[src/hw/audio_serial_pkg.sv]
// constants of the stereo audio serial port
// assumes a single 125 MHz clock and an AXI4-Lite register master
package audio_serial_pkg;
    // ----------------------------------------------------------------
    // register map
    // ----------------------------------------------------------------
    localparam logic [7:0] TX_CTRL_ADDR = 8'h18;
    localparam logic [7:0] RX_CTRL_ADDR = 8'h1C;
    localparam logic [7:0] PWR_CTRL_ADDR = 8'h20;
    localparam logic [7:0] STATUS_ADDR = 8'h24;
    localparam logic [5:0] TX_CTRL_RESET = 6'h06;
    localparam logic [7:0] RX_CTRL_RESET = 8'h06;
    localparam int FMT_LSB = 0;
    localparam int WL_LSB = 2;
    localparam int BCP_BIT = 4;
    localparam int LRP_BIT = 5;
    localparam int MS_BIT = 6;
    localparam int KEEP_BIT = 7;
    localparam int RATIO_BIT = 0;
    localparam int PD_BIT = 5;
    localparam logic PD_RESET = 1'b1;
    // ----------------------------------------------------------------
    // encodings
    // ----------------------------------------------------------------
    localparam logic [1:0] FMT_RJ = 2'h0;
    localparam logic [1:0] FMT_LJ = 2'h1;
    localparam logic [1:0] FMT_I2S = 2'h2;
    localparam logic [1:0] FMT_DSP = 2'h3;
    localparam logic [1:0] WL_16 = 2'h0;
    localparam logic [1:0] WL_20 = 2'h1;
    localparam logic [5:0] BITS_16 = 6'h10;
    localparam logic [5:0] BITS_20 = 6'h14;
    localparam logic [5:0] BITS_24 = 6'h18;
    localparam logic [1:0] RESP_OKAY = 2'h0;
    localparam logic [1:0] RESP_SLVERR = 2'h2;
    // ----------------------------------------------------------------
    // master clock generation: last tick of a bit clock half, last bit of a frame
    // ----------------------------------------------------------------
    localparam logic [1:0] DIV_DSP = 2'h0;
    localparam logic [1:0] DIV_128FS = 2'h1;
    localparam logic [1:0] DIV_256FS = 2'h3;
    localparam logic [7:0] FRAME_NORMAL = 8'h3F;
    localparam logic [7:0] FRAME_DSP_128FS = 8'h7F;
    localparam logic [7:0] FRAME_DSP_256FS = 8'hFF;
endpackage

[src/hw/audio_serial_port.sv]
// stereo audio serial port with AXI4-Lite control
// assumes all pins synchronous to clock; rec_tick marks half periods
// of the recovered master clock
`timescale 1ns/100ps
module audio_serial_port (
    input wire logic clock,
    input wire logic rst,
    input wire logic [7:0] s_axi_awaddr,
    input wire logic s_axi_awvalid,
    output logic s_axi_awready,
    input wire logic [31:0] s_axi_wdata,
    input wire logic [3:0] s_axi_wstrb,
    input wire logic s_axi_wvalid,
    output logic s_axi_wready,
    output logic [1:0] s_axi_bresp,
    output logic s_axi_bvalid,
    input wire logic s_axi_bready,
    input wire logic [7:0] s_axi_araddr,
    input wire logic s_axi_arvalid,
    output logic s_axi_arready,
    output logic [31:0] s_axi_rdata,
    output logic [1:0] s_axi_rresp,
    output logic s_axi_rvalid,
    input wire logic s_axi_rready,
    input wire logic mclk_in,
    output logic mclk_out,
    output logic mclk_oe_n,
    input wire logic bclk_in,
    output logic bclk_out,
    output logic bclk_oe_n,
    input wire logic lrclk_in,
    output logic lrclk_out,
    output logic lrclk_oe_n,
    input wire logic din,
    output logic dout,
    input wire logic rec_tick,
    input wire logic source_present,
    input wire logic [23:0] play_left,
    input wire logic [23:0] play_right,
    output logic play_load,
    output logic [23:0] cap_left,
    output logic [23:0] cap_right,
    output logic cap_valid
);
    logic [5:0] tx_ctrl_ff;
    logic [7:0] rx_ctrl_ff;
    logic pd_ff, ratio_ff;
    logic aw_hold_ff, w_hold_ff, awready_ff, wready_ff, bvalid_ff;
    logic arready_ff, rvalid_ff;
    logic [7:0] awaddr_ff;
    logic [31:0] wdata_ff, rdata_ff;
    logic [3:0] wstrb_ff;
    logic [1:0] bresp_ff, rresp_ff;
    logic mclk_ff, bclk_gen_ff, lr_gen_ff, ms_oe_n_ff;
    logic [1:0] div_cnt_ff;
    logic [7:0] gcnt_ff;
    logic bclk_prev_ff, lr_tprev_ff, lr_rprev_ff;
    logic [7:0] tcnt_ff, dcnt_ff, half_len_ff;
    logic [23:0] sh_ff, cap_left_ff, cap_right_ff, out_l_ff, out_r_ff;
    logic cap_valid_ff, play_load_ff, dout_ff;

    // ----------------------------------------------------------------
    // control fields
    // ----------------------------------------------------------------
    logic ms, keep, tx_dsp, rx_dsp, run;
    logic [5:0] tx_wl, rx_wl;
    logic [1:0] tx_fmt, rx_fmt, div_lim;
    logic [7:0] frame_last;
    assign ms = rx_ctrl_ff[audio_serial_pkg::MS_BIT];
    assign keep = rx_ctrl_ff[audio_serial_pkg::KEEP_BIT];
    assign tx_fmt = tx_ctrl_ff[audio_serial_pkg::FMT_LSB +: 2];
    assign rx_fmt = rx_ctrl_ff[audio_serial_pkg::FMT_LSB +: 2];
    assign tx_dsp = tx_fmt == audio_serial_pkg::FMT_DSP;
    assign rx_dsp = rx_fmt == audio_serial_pkg::FMT_DSP;

    function automatic logic [5:0] wl_bits(input logic [1:0] code);
        case (code)
            audio_serial_pkg::WL_16: wl_bits = audio_serial_pkg::BITS_16;
            audio_serial_pkg::WL_20: wl_bits = audio_serial_pkg::BITS_20;
            default: wl_bits = audio_serial_pkg::BITS_24;
        endcase
    endfunction
    assign tx_wl = wl_bits(tx_ctrl_ff[audio_serial_pkg::WL_LSB +: 2]);
    assign rx_wl = wl_bits(rx_ctrl_ff[audio_serial_pkg::WL_LSB +: 2]);

    // ----------------------------------------------------------------
    // register bus
    // ----------------------------------------------------------------
    logic aw_take, w_take, commit, ar_take, bvalid_nxt, rvalid_nxt;
    assign aw_take = s_axi_awvalid & awready_ff;
    assign w_take = s_axi_wvalid & wready_ff;
    assign commit = aw_hold_ff & w_hold_ff & ~bvalid_ff;
    assign bvalid_nxt = commit | (bvalid_ff & ~s_axi_bready);
    assign ar_take = s_axi_arvalid & arready_ff;
    assign rvalid_nxt = ar_take | (rvalid_ff & ~s_axi_rready);

    always_ff @(posedge clock) begin
        if (rst) begin
            aw_hold_ff <= 1'b0;
            w_hold_ff <= 1'b0;
            awready_ff <= 1'b0;
            wready_ff <= 1'b0;
            bvalid_ff <= 1'b0;
            bresp_ff <= audio_serial_pkg::RESP_OKAY;
            awaddr_ff <= 8'h00;
            wdata_ff <= 32'h00000000;
            wstrb_ff <= 4'h0;
        end else begin
            // address and data may arrive in either order
            if (aw_take) begin
                aw_hold_ff <= 1'b1;
                awaddr_ff <= s_axi_awaddr;
            end else if (commit) begin
                aw_hold_ff <= 1'b0;
            end
            if (w_take) begin
                w_hold_ff <= 1'b1;
                wdata_ff <= s_axi_wdata;
                wstrb_ff <= s_axi_wstrb;
            end else if (commit) begin
                w_hold_ff <= 1'b0;
            end
            awready_ff <= ~aw_take & ~(aw_hold_ff & ~commit) & ~bvalid_nxt;
            wready_ff <= ~w_take & ~(w_hold_ff & ~commit) & ~bvalid_nxt;
            bvalid_ff <= bvalid_nxt;
            if (commit) begin
                case (awaddr_ff)
                    audio_serial_pkg::TX_CTRL_ADDR,
                    audio_serial_pkg::RX_CTRL_ADDR,
                    audio_serial_pkg::PWR_CTRL_ADDR,
                    audio_serial_pkg::STATUS_ADDR: begin
                        bresp_ff <= audio_serial_pkg::RESP_OKAY;
                    end
                    default: bresp_ff <= audio_serial_pkg::RESP_SLVERR;
                endcase
            end
        end
    end

    always_ff @(posedge clock) begin
        if (rst) begin
            tx_ctrl_ff <= audio_serial_pkg::TX_CTRL_RESET;
            rx_ctrl_ff <= audio_serial_pkg::RX_CTRL_RESET;
            pd_ff <= audio_serial_pkg::PD_RESET;
            ratio_ff <= 1'b0;
        end else if (commit && wstrb_ff[0]) begin
            case (awaddr_ff)
                audio_serial_pkg::TX_CTRL_ADDR: tx_ctrl_ff <= wdata_ff[5:0];
                audio_serial_pkg::RX_CTRL_ADDR: rx_ctrl_ff <= wdata_ff[7:0];
                audio_serial_pkg::PWR_CTRL_ADDR: begin
                    pd_ff <= wdata_ff[audio_serial_pkg::PD_BIT];
                    ratio_ff <= wdata_ff[audio_serial_pkg::RATIO_BIT];
                end
                default: ;
            endcase
        end
    end

    // status: source, clocks running, 128fs DSP beyond 16 bits misused
    logic [31:0] rd_mux;
    logic dsp_conflict;
    assign dsp_conflict = ratio_ff & (tx_dsp | rx_dsp)
        & ((tx_dsp & (tx_wl != audio_serial_pkg::BITS_16))
        | (rx_dsp & (rx_wl != audio_serial_pkg::BITS_16)));
    always_comb begin
        case (s_axi_araddr)
            audio_serial_pkg::TX_CTRL_ADDR: rd_mux = {26'h0, tx_ctrl_ff};
            audio_serial_pkg::RX_CTRL_ADDR: rd_mux = {24'h0, rx_ctrl_ff};
            audio_serial_pkg::PWR_CTRL_ADDR:
                rd_mux = {26'h0, pd_ff, 4'h0, ratio_ff};
            audio_serial_pkg::STATUS_ADDR:
                rd_mux = {29'h0, dsp_conflict, run, source_present};
            default: rd_mux = 32'h00000000;
        endcase
    end

    always_ff @(posedge clock) begin
        if (rst) begin
            arready_ff <= 1'b0;
            rvalid_ff <= 1'b0;
            rdata_ff <= 32'h00000000;
            rresp_ff <= audio_serial_pkg::RESP_OKAY;
        end else begin
            arready_ff <= ~ar_take & ~rvalid_nxt;
            rvalid_ff <= rvalid_nxt;
            if (ar_take) begin
                rdata_ff <= rd_mux;
                case (s_axi_araddr)
                    audio_serial_pkg::TX_CTRL_ADDR,
                    audio_serial_pkg::RX_CTRL_ADDR,
                    audio_serial_pkg::PWR_CTRL_ADDR,
                    audio_serial_pkg::STATUS_ADDR: begin
                        rresp_ff <= audio_serial_pkg::RESP_OKAY;
                    end
                    default: rresp_ff <= audio_serial_pkg::RESP_SLVERR;
                endcase
            end
        end
    end

    // ----------------------------------------------------------------
    // master clock generation from the recovered rate
    // ----------------------------------------------------------------
    // mclk_in is not needed: slave timing comes from bclk and lrclk
    assign run = ms & ~pd_ff & (source_present | keep);
    assign div_lim = rx_dsp ? audio_serial_pkg::DIV_DSP
        : (ratio_ff ? audio_serial_pkg::DIV_128FS
        : audio_serial_pkg::DIV_256FS);
    assign frame_last = ~rx_dsp ? audio_serial_pkg::FRAME_NORMAL
        : (ratio_ff ? audio_serial_pkg::FRAME_DSP_128FS
        : audio_serial_pkg::FRAME_DSP_256FS);
    logic [7:0] nxt_gcnt;
    assign nxt_gcnt = (gcnt_ff == frame_last) ? 8'h00 : gcnt_ff + 8'h01;

    always_ff @(posedge clock) begin
        if (rst || !run) begin
            mclk_ff <= 1'b0;
            bclk_gen_ff <= 1'b0;
            lr_gen_ff <= 1'b0;
            div_cnt_ff <= 2'h0;
            gcnt_ff <= 8'h00;
        end else if (rec_tick) begin
            mclk_ff <= ~mclk_ff;
            div_cnt_ff <= (div_cnt_ff == div_lim) ? 2'h0 : div_cnt_ff + 2'h1;
            if (div_cnt_ff == div_lim) begin
                bclk_gen_ff <= ~bclk_gen_ff;
                if (bclk_gen_ff) begin
                    // frame clock moves on the falling bit clock edge
                    gcnt_ff <= nxt_gcnt;
                    lr_gen_ff <= rx_dsp ? (nxt_gcnt == 8'h00) : nxt_gcnt[5];
                end
            end
        end
    end

    always_ff @(posedge clock) begin
        if (rst) begin
            ms_oe_n_ff <= 1'b1;
        end else begin
            ms_oe_n_ff <= ~ms;
        end
    end

    // ----------------------------------------------------------------
    // bit clock edges, per side polarity
    // ----------------------------------------------------------------
    logic bclk_now, lr_now, rise_tx, fall_rx, lr_t, lr_r;
    assign bclk_now = ms ? bclk_gen_ff : bclk_in;
    assign lr_now = ms ? lr_gen_ff : lrclk_in;
    assign rise_tx = (bclk_now ^ tx_ctrl_ff[audio_serial_pkg::BCP_BIT])
        & ~(bclk_prev_ff ^ tx_ctrl_ff[audio_serial_pkg::BCP_BIT]);
    assign fall_rx = ~(bclk_now ^ rx_ctrl_ff[audio_serial_pkg::BCP_BIT])
        & (bclk_prev_ff ^ rx_ctrl_ff[audio_serial_pkg::BCP_BIT]);
    assign lr_t = lr_now ^ (tx_ctrl_ff[audio_serial_pkg::LRP_BIT] & ~tx_dsp);
    assign lr_r = lr_now ^ (rx_ctrl_ff[audio_serial_pkg::LRP_BIT] & ~rx_dsp);

    always_ff @(posedge clock) begin
        if (rst) begin
            bclk_prev_ff <= 1'b0;
        end else begin
            bclk_prev_ff <= bclk_now;
        end
    end

    // ----------------------------------------------------------------
    // input capture on rising edges
    // ----------------------------------------------------------------
    logic t_trans, t_off, t_left;
    logic [7:0] t_cur, t_pos;
    logic [23:0] t_word;
    logic [4:0] t_shift;
    assign t_trans = tx_dsp ? (lr_t & ~lr_tprev_ff) : (lr_t != lr_tprev_ff);
    assign t_cur = t_trans ? 8'h00 : tcnt_ff;
    assign t_off = (tx_fmt == audio_serial_pkg::FMT_I2S) | (tx_dsp
        & ~tx_ctrl_ff[audio_serial_pkg::LRP_BIT]);
    assign t_pos = t_cur - {7'h00, t_off};
    assign t_shift = 5'(audio_serial_pkg::BITS_24 - tx_wl);
    // right-justified words end just before the frame edge
    assign t_word = (tx_fmt == audio_serial_pkg::FMT_RJ) ? sh_ff
        : {sh_ff[22:0], din};
    assign t_left = (tx_fmt == audio_serial_pkg::FMT_I2S) ? ~lr_t : lr_t;

    always_ff @(posedge clock) begin
        if (rst) begin
            lr_tprev_ff <= 1'b0;
            tcnt_ff <= 8'h00;
            sh_ff <= 24'h000000;
            cap_left_ff <= 24'h000000;
            cap_right_ff <= 24'h000000;
            cap_valid_ff <= 1'b0;
        end else begin
            cap_valid_ff <= 1'b0;
            if (rise_tx && !pd_ff) begin
                lr_tprev_ff <= lr_t;
                sh_ff <= {sh_ff[22:0], din};
                tcnt_ff <= (t_cur == 8'hFF) ? t_cur : t_cur + 8'h01;
                if (tx_fmt == audio_serial_pkg::FMT_RJ) begin
                    if (t_trans && lr_tprev_ff) begin
                        cap_left_ff <= t_word << t_shift;
                    end else if (t_trans) begin
                        cap_right_ff <= t_word << t_shift;
                        cap_valid_ff <= 1'b1;
                    end
                end else if (tx_dsp) begin
                    if (t_pos == {2'h0, tx_wl} - 8'h01) begin
                        cap_left_ff <= t_word << t_shift;
                    end else if (t_pos == {1'b0, tx_wl, 1'b0} - 8'h01) begin
                        cap_right_ff <= t_word << t_shift;
                        cap_valid_ff <= 1'b1;
                    end
                end else if (t_pos == {2'h0, tx_wl} - 8'h01) begin
                    if (t_left) begin
                        cap_left_ff <= t_word << t_shift;
                    end else begin
                        cap_right_ff <= t_word << t_shift;
                        cap_valid_ff <= 1'b1;
                    end
                end
            end
        end
    end

    // ----------------------------------------------------------------
    // output shifting on falling edges
    // ----------------------------------------------------------------
    logic r_trans, r_left, r_bit, r_load;
    logic [7:0] r_cur, r_pos, r_k;
    assign r_trans = rx_dsp ? (lr_r & ~lr_rprev_ff) : (lr_r != lr_rprev_ff);
    assign r_cur = r_trans ? 8'h00 : dcnt_ff;
    assign r_left = (rx_fmt == audio_serial_pkg::FMT_I2S) ? ~lr_r : lr_r;
    assign r_load = r_trans & (rx_dsp | r_left);
    always_comb begin
        case (rx_fmt)
            audio_serial_pkg::FMT_RJ:
                r_pos = r_cur - (half_len_ff - {2'h0, rx_wl});
            audio_serial_pkg::FMT_LJ: r_pos = r_cur;
            audio_serial_pkg::FMT_I2S: r_pos = r_cur - 8'h01;
            default: r_pos = rx_ctrl_ff[audio_serial_pkg::LRP_BIT]
                ? r_cur : r_cur - 8'h01;
        endcase
        r_k = r_pos;
        r_bit = 1'b0;
        if (rx_dsp && r_pos >= {2'h0, rx_wl}) begin
            r_k = r_pos - {2'h0, rx_wl};
            if (r_k < {2'h0, rx_wl}) begin
                r_bit = out_r_ff[5'd23 - r_k[4:0]];
            end
        end else if (r_pos < {2'h0, rx_wl}) begin
            // MSB first
            r_bit = (rx_dsp || r_left) ? out_l_ff[5'd23 - r_pos[4:0]]
                : out_r_ff[5'd23 - r_pos[4:0]];
        end
    end

    always_ff @(posedge clock) begin
        if (rst) begin
            lr_rprev_ff <= 1'b0;
            dcnt_ff <= 8'h00;
            half_len_ff <= 8'h00;
            out_l_ff <= 24'h000000;
            out_r_ff <= 24'h000000;
            play_load_ff <= 1'b0;
            dout_ff <= 1'b0;
        end else begin
            play_load_ff <= 1'b0;
            if (pd_ff) begin
                dout_ff <= 1'b0;
            end else if (fall_rx) begin
                lr_rprev_ff <= lr_r;
                dcnt_ff <= (r_cur == 8'hFF) ? r_cur : r_cur + 8'h01;
                if (r_trans) begin
                    half_len_ff <= dcnt_ff;
                end
                if (r_load) begin
                    out_l_ff <= play_left;
                    out_r_ff <= play_right;
                    play_load_ff <= 1'b1;
                end
                // fresh samples must show at the load edge itself
                dout_ff <= r_load ? (r_pos == 8'h00 && play_left[23]) : r_bit;
            end
        end
    end

    // ----------------------------------------------------------------
    // outputs
    // ----------------------------------------------------------------
    assign s_axi_awready = awready_ff;
    assign s_axi_wready = wready_ff;
    assign s_axi_bvalid = bvalid_ff;
    assign s_axi_bresp = bresp_ff;
    assign s_axi_arready = arready_ff;
    assign s_axi_rvalid = rvalid_ff;
    assign s_axi_rdata = rdata_ff;
    assign s_axi_rresp = rresp_ff;
    assign mclk_out = mclk_ff;
    assign bclk_out = bclk_gen_ff;
    assign lrclk_out = lr_gen_ff;
    assign mclk_oe_n = ms_oe_n_ff;
    assign bclk_oe_n = ms_oe_n_ff;
    assign lrclk_oe_n = ms_oe_n_ff;
    assign dout = dout_ff;
    assign play_load = play_load_ff;
    assign cap_left = cap_left_ff;
    assign cap_right = cap_right_ff;
    assign cap_valid = cap_valid_ff;
endmodule
[config.mk]
export PLATFORM = sky130hd
export DESIGN_NAME = audio_serial_port
export DESIGN_NICKNAME = d
export VERILOG_FILES = /design/src/hw/audio_serial_pkg.sv /design/src/hw/audio_serial_port.sv
export SDC_FILE = /design/constraint.sdc
export NUM_CORES = 1
export LEC_CHECK = 0
export ABC_AREA = 1
export BUFFER_PORTS_ARGS = -buffer_cell sky130_fd_sc_hd__buf_2
export CAP_MARGIN = 20
export CORE_UTILIZATION = 45
export CTS_CLUSTER_SIZE = 30
export DETAILED_ROUTE_END_ITERATION = 10
export PLACE_DENSITY = 0.65
export RECOVER_POWER = 25
export SLEW_MARGIN = 25
export SYNTH_ARGS = -nofsm -noshare
export SYNTH_HDL_FRONTEND = slang
export SYNTH_SLANG_ARGS = --single-unit
[constraint.sdc]
create_clock -name clock -period 5.7 [get_ports clock]
set_clock_uncertainty 0.1 [all_clocks]
set_input_delay 0 -clock clock [delete_from_list [all_inputs] [get_ports clock]]
set_output_delay 0 -clock clock [all_outputs]
set_load 0.01 [all_outputs]
==> results of run 1 <==
[state kept, by name, indices dropped and copies added, names as in the netlist, 2 cells and up]
signal,count
awaddr_ff,8
cap_left,24
cap_right,24
dcnt_ff,8
div_cnt_ff,2
gcnt_ff,8
half_len_ff,8
out_l_ff,24
out_r_ff,24
rx_ctrl_ff,8
s_axi_rdata,8
sh_ff,24
tcnt_ff,8
tx_ctrl_ff,6
wdata_ff,8
[how the worst max path moves through the flow]
stage,startpoint,endpoint,slack (ns),depth (start not counted)
2_1_floorplan,rx_ctrl_ff[5],dout,0.78,26
5_1_grt,rx_ctrl_ff[6],dout,0.01,28
4_1_cts,rx_ctrl_ff[6],dout,0.28,27
3_5_place_dp,rx_ctrl_ff[6],dout,0.30,27
3_3_place_gp,rx_ctrl_ff[6],dout,0.45,27
6_report,rx_ctrl_ff[6],dout,0.44,27
[what timing repair did]
action	CTS	global route
endpoints found under the setup margin	0	1
buffers inserted	0	1
endpoints found under the hold margin	90	0
hold buffers	105	0
resized for setup	0	3
[report_power, final]
| group | internal, uW | switching [uW] |
|---|---|---|
| Combinational | 97.2 | 104 |
| Clock | 830 | 630 |
| Sequential | 1510 | 10.6 |
| Total | 2440 | 745 |
[per-layer routing]
| metal | share of wire | global-route usage | vias up |
|---|---|---|---|
| li1 | - | - | 5903 |
| met1 | 0.45 | 0.326 | 5345 |
| met2 | 0.47 | 0.427 | 370 |
| met3 | 0.056 | 0.0382 | 70 |
| met4 | 0.027 | 0.0802 | 0 |
| met5 | 0 | 0 | - |
[worst min-delay path: stages]
cell,delay [ns]
buf_2,0.09
nand2_1,0.05
nand2_1,0.17
xnor2_2,0.12
o21ai_0,0.16
a21oi_1,0.05
[cell type report]
class                      instances  share of cell area
inverter                         187              0.0503
multi-input combinational       1186               0.426
clock inverter                     6             0.00395
sequential                       214               0.307
clock buffer                      35              0.0489
timing repair buffer             277               0.134
tap                              324              0.0291
[kinds of logic after synthesis]
kind of cell,share of synthesized area
XOR/XNOR,0.0185
other,0.000330
flip-flops,0.377
buffers and inverters,0.112
adder cells (fa/ha/maj),0.0368
AO/OA/AOI/OAI,0.181
AND/OR/NAND/NOR,0.275
[stage by stage]
stage | hold WS [ns] | std cells | setup WS, ns | total power [uW] | utilization
5_1_grt | 0.0796 | 2229 | 0.00991 | 3290 | 0.568
3_5_place_dp | 0.159 | 2082 | 0.300 | 1690 | 0.498
2_1_floorplan | 0.0384 | 1695 | 0.784 | 1650 | -
6_report | 0.0421 | 2229 | 0.435 | 3180 | 0.568
4_1_cts | 0.00371 | 2228 | 0.284 | 3200 | 0.570
3_3_place_gp | 0.156 | 2082 | 0.452 | 1690 | 0.498
[cell usage in the layout, fill, tap and decap left out, types with 6 or more instances in the layout]
master / n
nand2_1: 310
dfxtp_1: 214
nand3_1: 180
inv_1: 179
a21oi_1: 175
o21ai_0: 158
nor2_1: 151
dlygate4sd3_1: 105
buf_2: 87
clkbuf_1: 76
ha_1: 27
conb_1: 26
clkbuf_16: 24
nor3_1: 19
xor2_1: 18
o22ai_1: 18
buf_4: 15
o211ai_1: 11
nand4_1: 11
nand2_2: 8
nor2_2: 8
inv_2: 7
nand3b_1: 6
a211oi_1: 6
nor4_1: 6
[synth_stat cells (all sizes together) (7+ instances only)]
library cell,n,area (um2)
nand3,185,941
a21oi,175,876
inv,186,698
o211ai,11,82.6
nand2,319,1220
o22ai,18,113
ha,27,338
o21ai,162,818
nor3,19,95.1
nand4,11,68.8
xor2,18,158
nor2,162,649
buf,48,337
clkbuf,59,221
nor4,7,43.8
dfxtp,214,4280
==> qor.yml, run 1 <==
grt_usage: 0.251
cp.required_ns: 6.06
htree_num_levels: 1
min_from: "lrclk_in"
dieArea_mm2: 0.0259
path_delay_family: "adder cells"
ios: 211
cp-end-kind: "register"
hold_path_depth: 6
fmax_mhz: 190
dr.first_iter.drc_count: 891
cap_violations: 0
placementRows: 57
hold_path_class: "in -> reg"
worstPathArrival_ns: 5.62
finalCritPeriodShare: 0.924
clock_insertion_delay_worst_skew_ns: 0.54
ant_nets: 0
initial_utilization: 0.463
ff2ff_setup_slack_ns: 0.44
rsz0062_at_grt: "no"
crit-reg2reg-capture: "dout"
final_area_mm2: 0.0139
place_area_mm2: 0.0122
core_area_mm2: 0.0245
reg2reg_from: "rx_ctrl_ff[6]"
synthFlopType: "dfxtp_1"
grt_overflow_total: 0
tns_ns: 0
critical-path-slowest-cell: "fa_1"
vias: 11688
fp.dieW_um: 161
avgSynthCellArea_um2: 6.81
slew_headroom: 0.356
min_period_ns: 5.26
cts-root-buf: "clkbuf_16"
reg2reg_depth: 27
place.gp.congestion: 0.895
worstHoldEndpoint: "lr_rprev_ff"
dieHeight_um: 161
diodes: 0
dr.pass1.iters: 6
slowest_delay_ns: 0.51
fillers: 2382
max_slew.worst_pin.slew_ns: 0.966
ys_ff_latch: 214
wl_per_cell_um: 14.9
multiInputGateArea_mm2: 0.00595
grt_max_degree: 120
critical_path_class: "reg -> reg"
cp-start-kind: "register"
viasPerCell: 5.24
cp_max_fo: 8
port_buffers: 156
synth_area_mm2: 0.0114
final_hold_viol_count: 0
synth_edf_count: 0
p_leak_uw: 0.00560
status: "completed"
cts.sinks: 214
path_buf_inv: 4
synthToLayoutAreaGrowth_pct: 22.7
first_global_vias: 10937
ys_warn_count: 0
p_per_area_mw_per_mm2: 228
dp_hpwl_um: 22100
path_clk_slew_ns: 0.06
grt_pass1_wl_um: 53700
drive_gt1_frac: 0.0924
setup_viol: 0
antenna_found_initial: 0
cts_tree: "yes"
slew_violations: 0
peakVddDrop_mv: 0.219
nets: 2034
register_area_mm2: 0.00428
ys_seq_area_frac: 0.377
async_flop_share: 0
cts_buffers: 24
ys_types: 47
drc_errors: 0
worst_path_most_repeated_cell: "nand2_1"
wl_um: 33200
cts_max_path_buffers: 3
netlist_instances: 1670
(Power assumes the default switching activity.)
==> run 2, diff against run 1 <==
- CORE_UTILIZATION: 45 -> 50
- PLACE_DENSITY: 0.65 -> 0.82
- clock period: 5.7 -> 4.3 ns (I/O delays scaled with it)
==> run 2 against run 1 <==
Net effect: the run now ends with design-rule violations, negative setup slack left; combinational power is 35% higher; final cell count is 0.81% lower; worst setup slack worse by 0.79 ns; sequential cell count stayed put; critical endpoint unchanged.
==> qor.yml, run 2 (synthesized netlist as in run 1, its figures left out) <==
core_area_mm2: 0.0220  # was 0.0245 mm2
dieHeight_um: 153  # was 161 um
slew_headroom: 0.373  # was 0.356
drc_errors: 10  # was 0
initial_utilization: 0.516  # was 0.463
worstHoldEndpoint: "s_axi_rresp[1]"  # was lr_rprev_ff
final_hold_viol_count: 0  # unchanged
slowest_delay_ns: 0.57  # was 0.51 ns
wl_um: 34800  # was 33200 um
finalCritPeriodShare: 1.08  # was 0.924
setup_viol: 1  # was 0
status: "finished with violations"  # was completed
viasPerCell: 5.54  # was 5.24
ant_nets: 0  # unchanged
reg2reg_from: "rx_ctrl_ff[6]"  # unchanged
antenna_found_initial: 1  # was 0
cts_max_path_buffers: 3  # unchanged
dr.pass1.iters: 11  # was 6
p_per_area_mw_per_mm2: 300  # was 228 mW/mm2
layout_common_cells: "nand2_1 (305), dfxtp_1 (212), nand3_1 (181)"  # was nand2_1 (310), dfxtp_1 (214), nand3_1 (180)
ios: 211  # unchanged
finalPower_uw: 4250  # was 3180 uW
pre_cts_ws_ns: -0.365  # was 0.300 ns
nets: 2062  # was 2034
path_clk_slew_ns: 0.06  # about the same
cap_violations: 0  # unchanged
cp.required_ns: 4.65  # was 6.06 ns
p_leak_uw: 0.00574  # was 0.00560 uW
setup_slack_ns: -0.353  # was 0.435 ns
dieArea_mm2: 0.0233  # was 0.0259 mm2
vias: 12239  # was 11688
cp-start-kind: "register"  # unchanged
first_global_vias: 11728  # was 10937
peakVddDrop_mv: 0.329  # was 0.219 mV
wl_per_cell_um: 15.7  # was 14.9 um
ff2ff_setup_slack_ns: -0.35  # was 0.44 ns
drive_gt1_frac: 0.117  # was 0.0924
port_buffers: 156  # unchanged
worstPathArrival_ns: 5.01  # was 5.62 ns
dp_hpwl_um: 22800  # was 22100 um
reg2reg_depth: 28  # was 27
cts.sinks: 214  # unchanged
grt_overflow_total: 0  # unchanged
grt_usage: 0.291  # was 0.251
clock_insertion_delay_worst_skew_ns: 0.53  # was 0.54 ns
cts_tree: "yes"  # unchanged
max_slew.worst_pin.slew_ns: 0.940  # was 0.966 ns
tns_ns: -0.353  # was 0 ns
cts_buffers: 23  # was 24
crit-reg2reg-capture: "dout"  # unchanged
dr.first_iter.drc_count: 1070  # was 891
htree_num_levels: 1  # unchanged
grt_max_degree: 82  # was 120
layout_commonest_cell: "nand2_1"  # unchanged
cp-end-kind: "register"  # unchanged
holdWs_ns: 0.0346  # was 0.0421 ns
rsz0062_at_grt: "yes"  # was no
placementRows: 54  # was 57
synthToLayoutAreaGrowth_pct: 24.7  # was 22.7%
grt_pass1_wl_um: 56300  # was 53700 um
min_from: "s_axi_araddr[5]"  # was lrclk_in
cp_max_fo: 4  # was 8
violations: "design-rule violations, negative setup slack"
fmax_mhz: 215  # was 190 MHz
critical-path-slowest-cell: "fa_1"  # unchanged
critical_path_class: "reg -> reg"  # unchanged
hold_path_class: "in -> reg"  # unchanged
fp.dieW_um: 153  # was 161 um
min_period_ns: 4.65  # was 5.26 ns
cts-root-buf: "clkbuf_16"  # unchanged
place.gp.congestion: 0.897  # was 0.895
hold_path_depth: 6  # unchanged
slew_violations: 0  # unchanged
[run 2: worst max-delay path by stage]
stage | cells past startpoint | end | start | slack (ns)
CTS | 27 | dout | rx_ctrl_ff[6] | -0.33
floorplan | 27 | dout | rx_ctrl_ff[6] | -0.21
global route | 28 | dout | rx_ctrl_ff[6] | -0.62
global placement | 28 | dout | rx_ctrl_ff[6] | -0.21
detailed placement | 28 | dout | rx_ctrl_ff[6] | -0.36
finish | 28 | dout | rx_ctrl_ff[6] | -0.35
[run 2: power by group]
group	switching, uW	internal (uW)
clock	815	1140
combinational	146	126
sequential	12.9	2000
total	975	3270
[run 2: layer usage]
| layer | share of wire | up-vias | track usage |
|---|---|---|---|
| met2 | 0.48 | 577 | 0.508 |
| met3 | 0.070 | 134 | 0.0489 |
| met1 | 0.41 | 5574 | 0.350 |
| met4 | 0.043 | 0 | 0.127 |
| li1 | - | 5954 | - |
| met5 | 0 | - | 0 |
[run 2: worst max-delay path, delay by kind of cell (launching register included)]
kind	cells	cell delay (ns)
xor+xnor	1	0.15
compound gates	6	0.72
flops	1	0.34
simple gates	10	0.83
buf+inv	4	0.24
fa+ha+maj	7	2.21
[run 2: per-stage QoR]
step | area, um2 | util | cells
floorplan | 11500 | - | 1695
global placement | 12500 | 0.569 | 2075
detailed placement | 12500 | 0.569 | 2075
CTS | 14200 | 0.647 | 2209
global route | 14200 | 0.644 | 2211
finish | 14200 | 0.644 | 2211
[run 2: final cells by class]
cell class              count  area, um2
fillers                  1916       7850
multi-input cells        1186       6010
flip-flops and latches    214       4290
repair buffers            306       2100
inverters                 187        702
clock buffers              33        673
well taps                 280        350
clock inverters             4       60.1
diodes                      1       2.50
[run 2: what timing repair did]
action | in CTS | in global routing
endpoints found under the hold margin | 90 | 0
pin swaps | 2 | 10
hold buffers | 97 | 0
endpoints found under the setup margin | 1 | 11
gates resized for setup | 2 | 5
buffers inserted | 0 | 1
==> run 3, diff against run 2 <==
- MAX_ROUTING_LAYER: default -> met4
- SETUP_SLACK_MARGIN: default -> 0.4
==> run 3 against run 2 <==
Net effect: the run ends with design-rule violations, max-capacitance violations, max-slew violations, negative setup slack left; sequential cell count stayed put; core utilization grew 1.1 points; clock power up 13%; power is 6.0% higher; worst setup slack improved by 0.11 ns; via count is 0.70% higher; first-iteration DRC count decreased by 8.5%; sequential share of layout area down 0.51 points; hold slack got worse by 0.028 ns; final cell count is 0.59% higher; sequential power about the same; critical path depth decreased by 1; critical endpoint unchanged.
==> qor.yml, run 3 (synthesized netlist as in run 1, its figures left out) <==
slew_violations: 82  # was 0
pre_cts_ws_ns: -0.305  # was -0.365 ns
drive_gt1_frac: 0.130  # was 0.117
reg2reg_from: "rx_ctrl_ff[6]"  # unchanged
antenna_found_initial: 2  # was 1
crit_end: "dout"  # unchanged
synthToLayoutAreaGrowth_pct: 27.0  # was 24.7%
slew_headroom: -0.204  # was 0.373
dr.first_iter.drc_count: 979  # was 1070
p_leak_uw: 0.00587  # was 0.00574 uW
grt_max_degree: 82  # unchanged
cts_buffers: 24  # was 23
violations: "design-rule violations, max-capacitance violations, max-slew violations, negative setup slack"  # was design-rule violations, negative setup slack
ios: 211  # unchanged
cp-end-kind: "register"  # unchanged
placementRows: 54  # unchanged
place.gp.congestion: 0.927  # was 0.897
wl_um: 35500  # was 34800 um
htree_num_levels: 1  # unchanged
critical_path_class: "reg -> reg"  # unchanged
ant_nets: 0  # unchanged
utilization: 0.655  # was 0.644
initial_utilization: 0.516  # unchanged
dr.pass1.iters: 8  # was 11
fillers: 1867  # was 1916
max_slew.worst_pin.slew_ns: 1.81  # was 0.940 ns
min_period_ns: 4.54  # was 4.65 ns
cp_max_fo: 4  # unchanged
cts_max_path_buffers: 3  # unchanged
crit_path_start: "rx_ctrl_ff[6]"  # unchanged
cp.required_ns: 4.65  # about the same
dp_hpwl_um: 22800  # about the same
reg2reg_depth: 27  # was 28
drc_errors: 18  # was 10
fmax_mhz: 220  # was 215 MHz
finalCritPeriodShare: 1.06  # was 1.08
grt_overflow_total: 0  # unchanged
ff2ff_setup_slack_ns: -0.24  # was -0.35 ns
viasPerCell: 5.54  # about the same
worstPathArrival_ns: 4.90  # was 5.01 ns
core_area_mm2: 0.0220  # unchanged
dieArea_mm2: 0.0233  # unchanged
hold_path_class: "in -> reg"  # unchanged
vias: 12325  # was 12239
setup_slack_ns: -0.243  # was -0.353 ns
rsz0062_at_grt: "yes"  # unchanged
dieHeight_um: 153  # unchanged
setup_viol: 1  # unchanged
cap_violations: 1  # was 0
grt_pass1_wl_um: 57300  # was 56300 um
clock_insertion_delay_worst_skew_ns: 0.54  # was 0.53 ns
p_per_area_mw_per_mm2: 312  # was 300 mW/mm2
cp-start-kind: "register"  # unchanged
grt_usage: 0.304  # was 0.291
finalPower_uw: 4500  # was 4250 uW
crit-reg2reg-capture: "dout"  # unchanged
peakVddDrop_mv: 0.354  # was 0.329 mV
cts.sinks: 214  # unchanged
cts-root-buf: "clkbuf_16"  # unchanged
layout_common_cells: "nand2_1 (305), dfxtp_1 (210), nand3_1 (180)"  # was nand2_1 (305), dfxtp_1 (212), nand3_1 (181)
cts_tree: "yes"  # unchanged
nets: 2066  # was 2062
wl_per_cell_um: 16.0  # was 15.7 um
fp.dieW_um: 153  # unchanged
status: "finished with violations"  # unchanged
port_buffers: 156  # unchanged
final_hold_viol_count: 0  # unchanged
first_global_vias: 11849  # was 11728
tns_ns: -0.243  # was -0.353 ns
path_clk_slew_ns: 0.06  # about the same
layout_commonest_cell: "nand2_1"  # unchanged
run 3: what timing repair did:
action                                 4_1_cts  5_1_grt
buffers inserted                             0        7
hold buffers                                92        0
gates cloned                                 0        1
resized for setup                            5       23
pin swaps                                    7        5
setup endpoints to repair                   45       49
endpoints found under the hold margin       90        0
run 3: area by class of cell:
cell class                 count  area [um2]  share of cell area
timing repair buffer         309        2140               0.148
multi-input combinational   1186        6070               0.421
sequential                   214        4290               0.297
tap                          280         350              0.0243
clock inverter                10         163              0.0113
inverter                     187         707              0.0490
clock buffer                  34         708              0.0491
antenna                        4        10.0            0.000694
run 3: worst min path at each step:
stage / endpoint / slack [ns] / startpoint / cells after the start
finish: wdata_ff[3] / 0.007 / s_axi_wvalid / 4
global route: wdata_ff[3] / 0.08 / s_axi_wvalid / 4
CTS: awaddr_ff[4] / 0.0001 / s_axi_awvalid / 5
detailed placement: wdata_ff[1] / 0.16 / s_axi_wdata[1] / 3
global placement: awaddr_ff[1] / 0.16 / s_axi_awaddr[1] / 3
floorplan: div_cnt_ff[0] / 0.04 / rec_tick / 2
run 3: critical path, stage by stage (launching register included):
cell      delay (ns)
dfxtp_2         0.34
inv_2           0.04
nand2_2         0.05
nand2_2         0.08
xnor2_2         0.16
ha_1            0.28
inv_1           0.04
nand2_2         0.10
nand2_4         0.08
inv_2           0.07
nand2_2         0.06
fa_1            0.52
fa_1            0.43
o21ai_1         0.12
o21ai_1         0.07
nand2_1         0.08
nand2_2         0.08
ha_4            0.17
fa_1            0.53
inv_2           0.06
ha_4            0.21
a211oi_2        0.17
nand3_1         0.09
a21oi_1         0.13
nand2_1         0.07
a21oi_1         0.14
nand2_1         0.06
a21oi_1         0.12
run 3: per-stage QoR:
step / hold WS [ns] / std cells / cell area (um2)
global placement: 0.158 / 2075 / 12500
global route: 0.0755 / 2222 / 14400
floorplan: 0.0384 / 1695 / 11500
finish: 0.00707 / 2224 / 14400
detailed placement: 0.163 / 2076 / 12500
CTS: 0.000110 / 2212 / 14400
run 3: layer usage:
layer,GRT usage,part of all wire,vias to the layer above
li1,-,-,5982
met1,0.357,0.41,5649
met2,0.513,0.48,553
met3,0.0464,0.064,141
met4,0.138,0.046,0
met5,-,0,-
run 3: power breakdown:
group	switching (uW)	leakage, uW	internal (uW)
clock	878	0.000426	1340
combinational	147	0.00371	123
sequential	12.1	0.00173	2000
total	1040	0.00587	3470
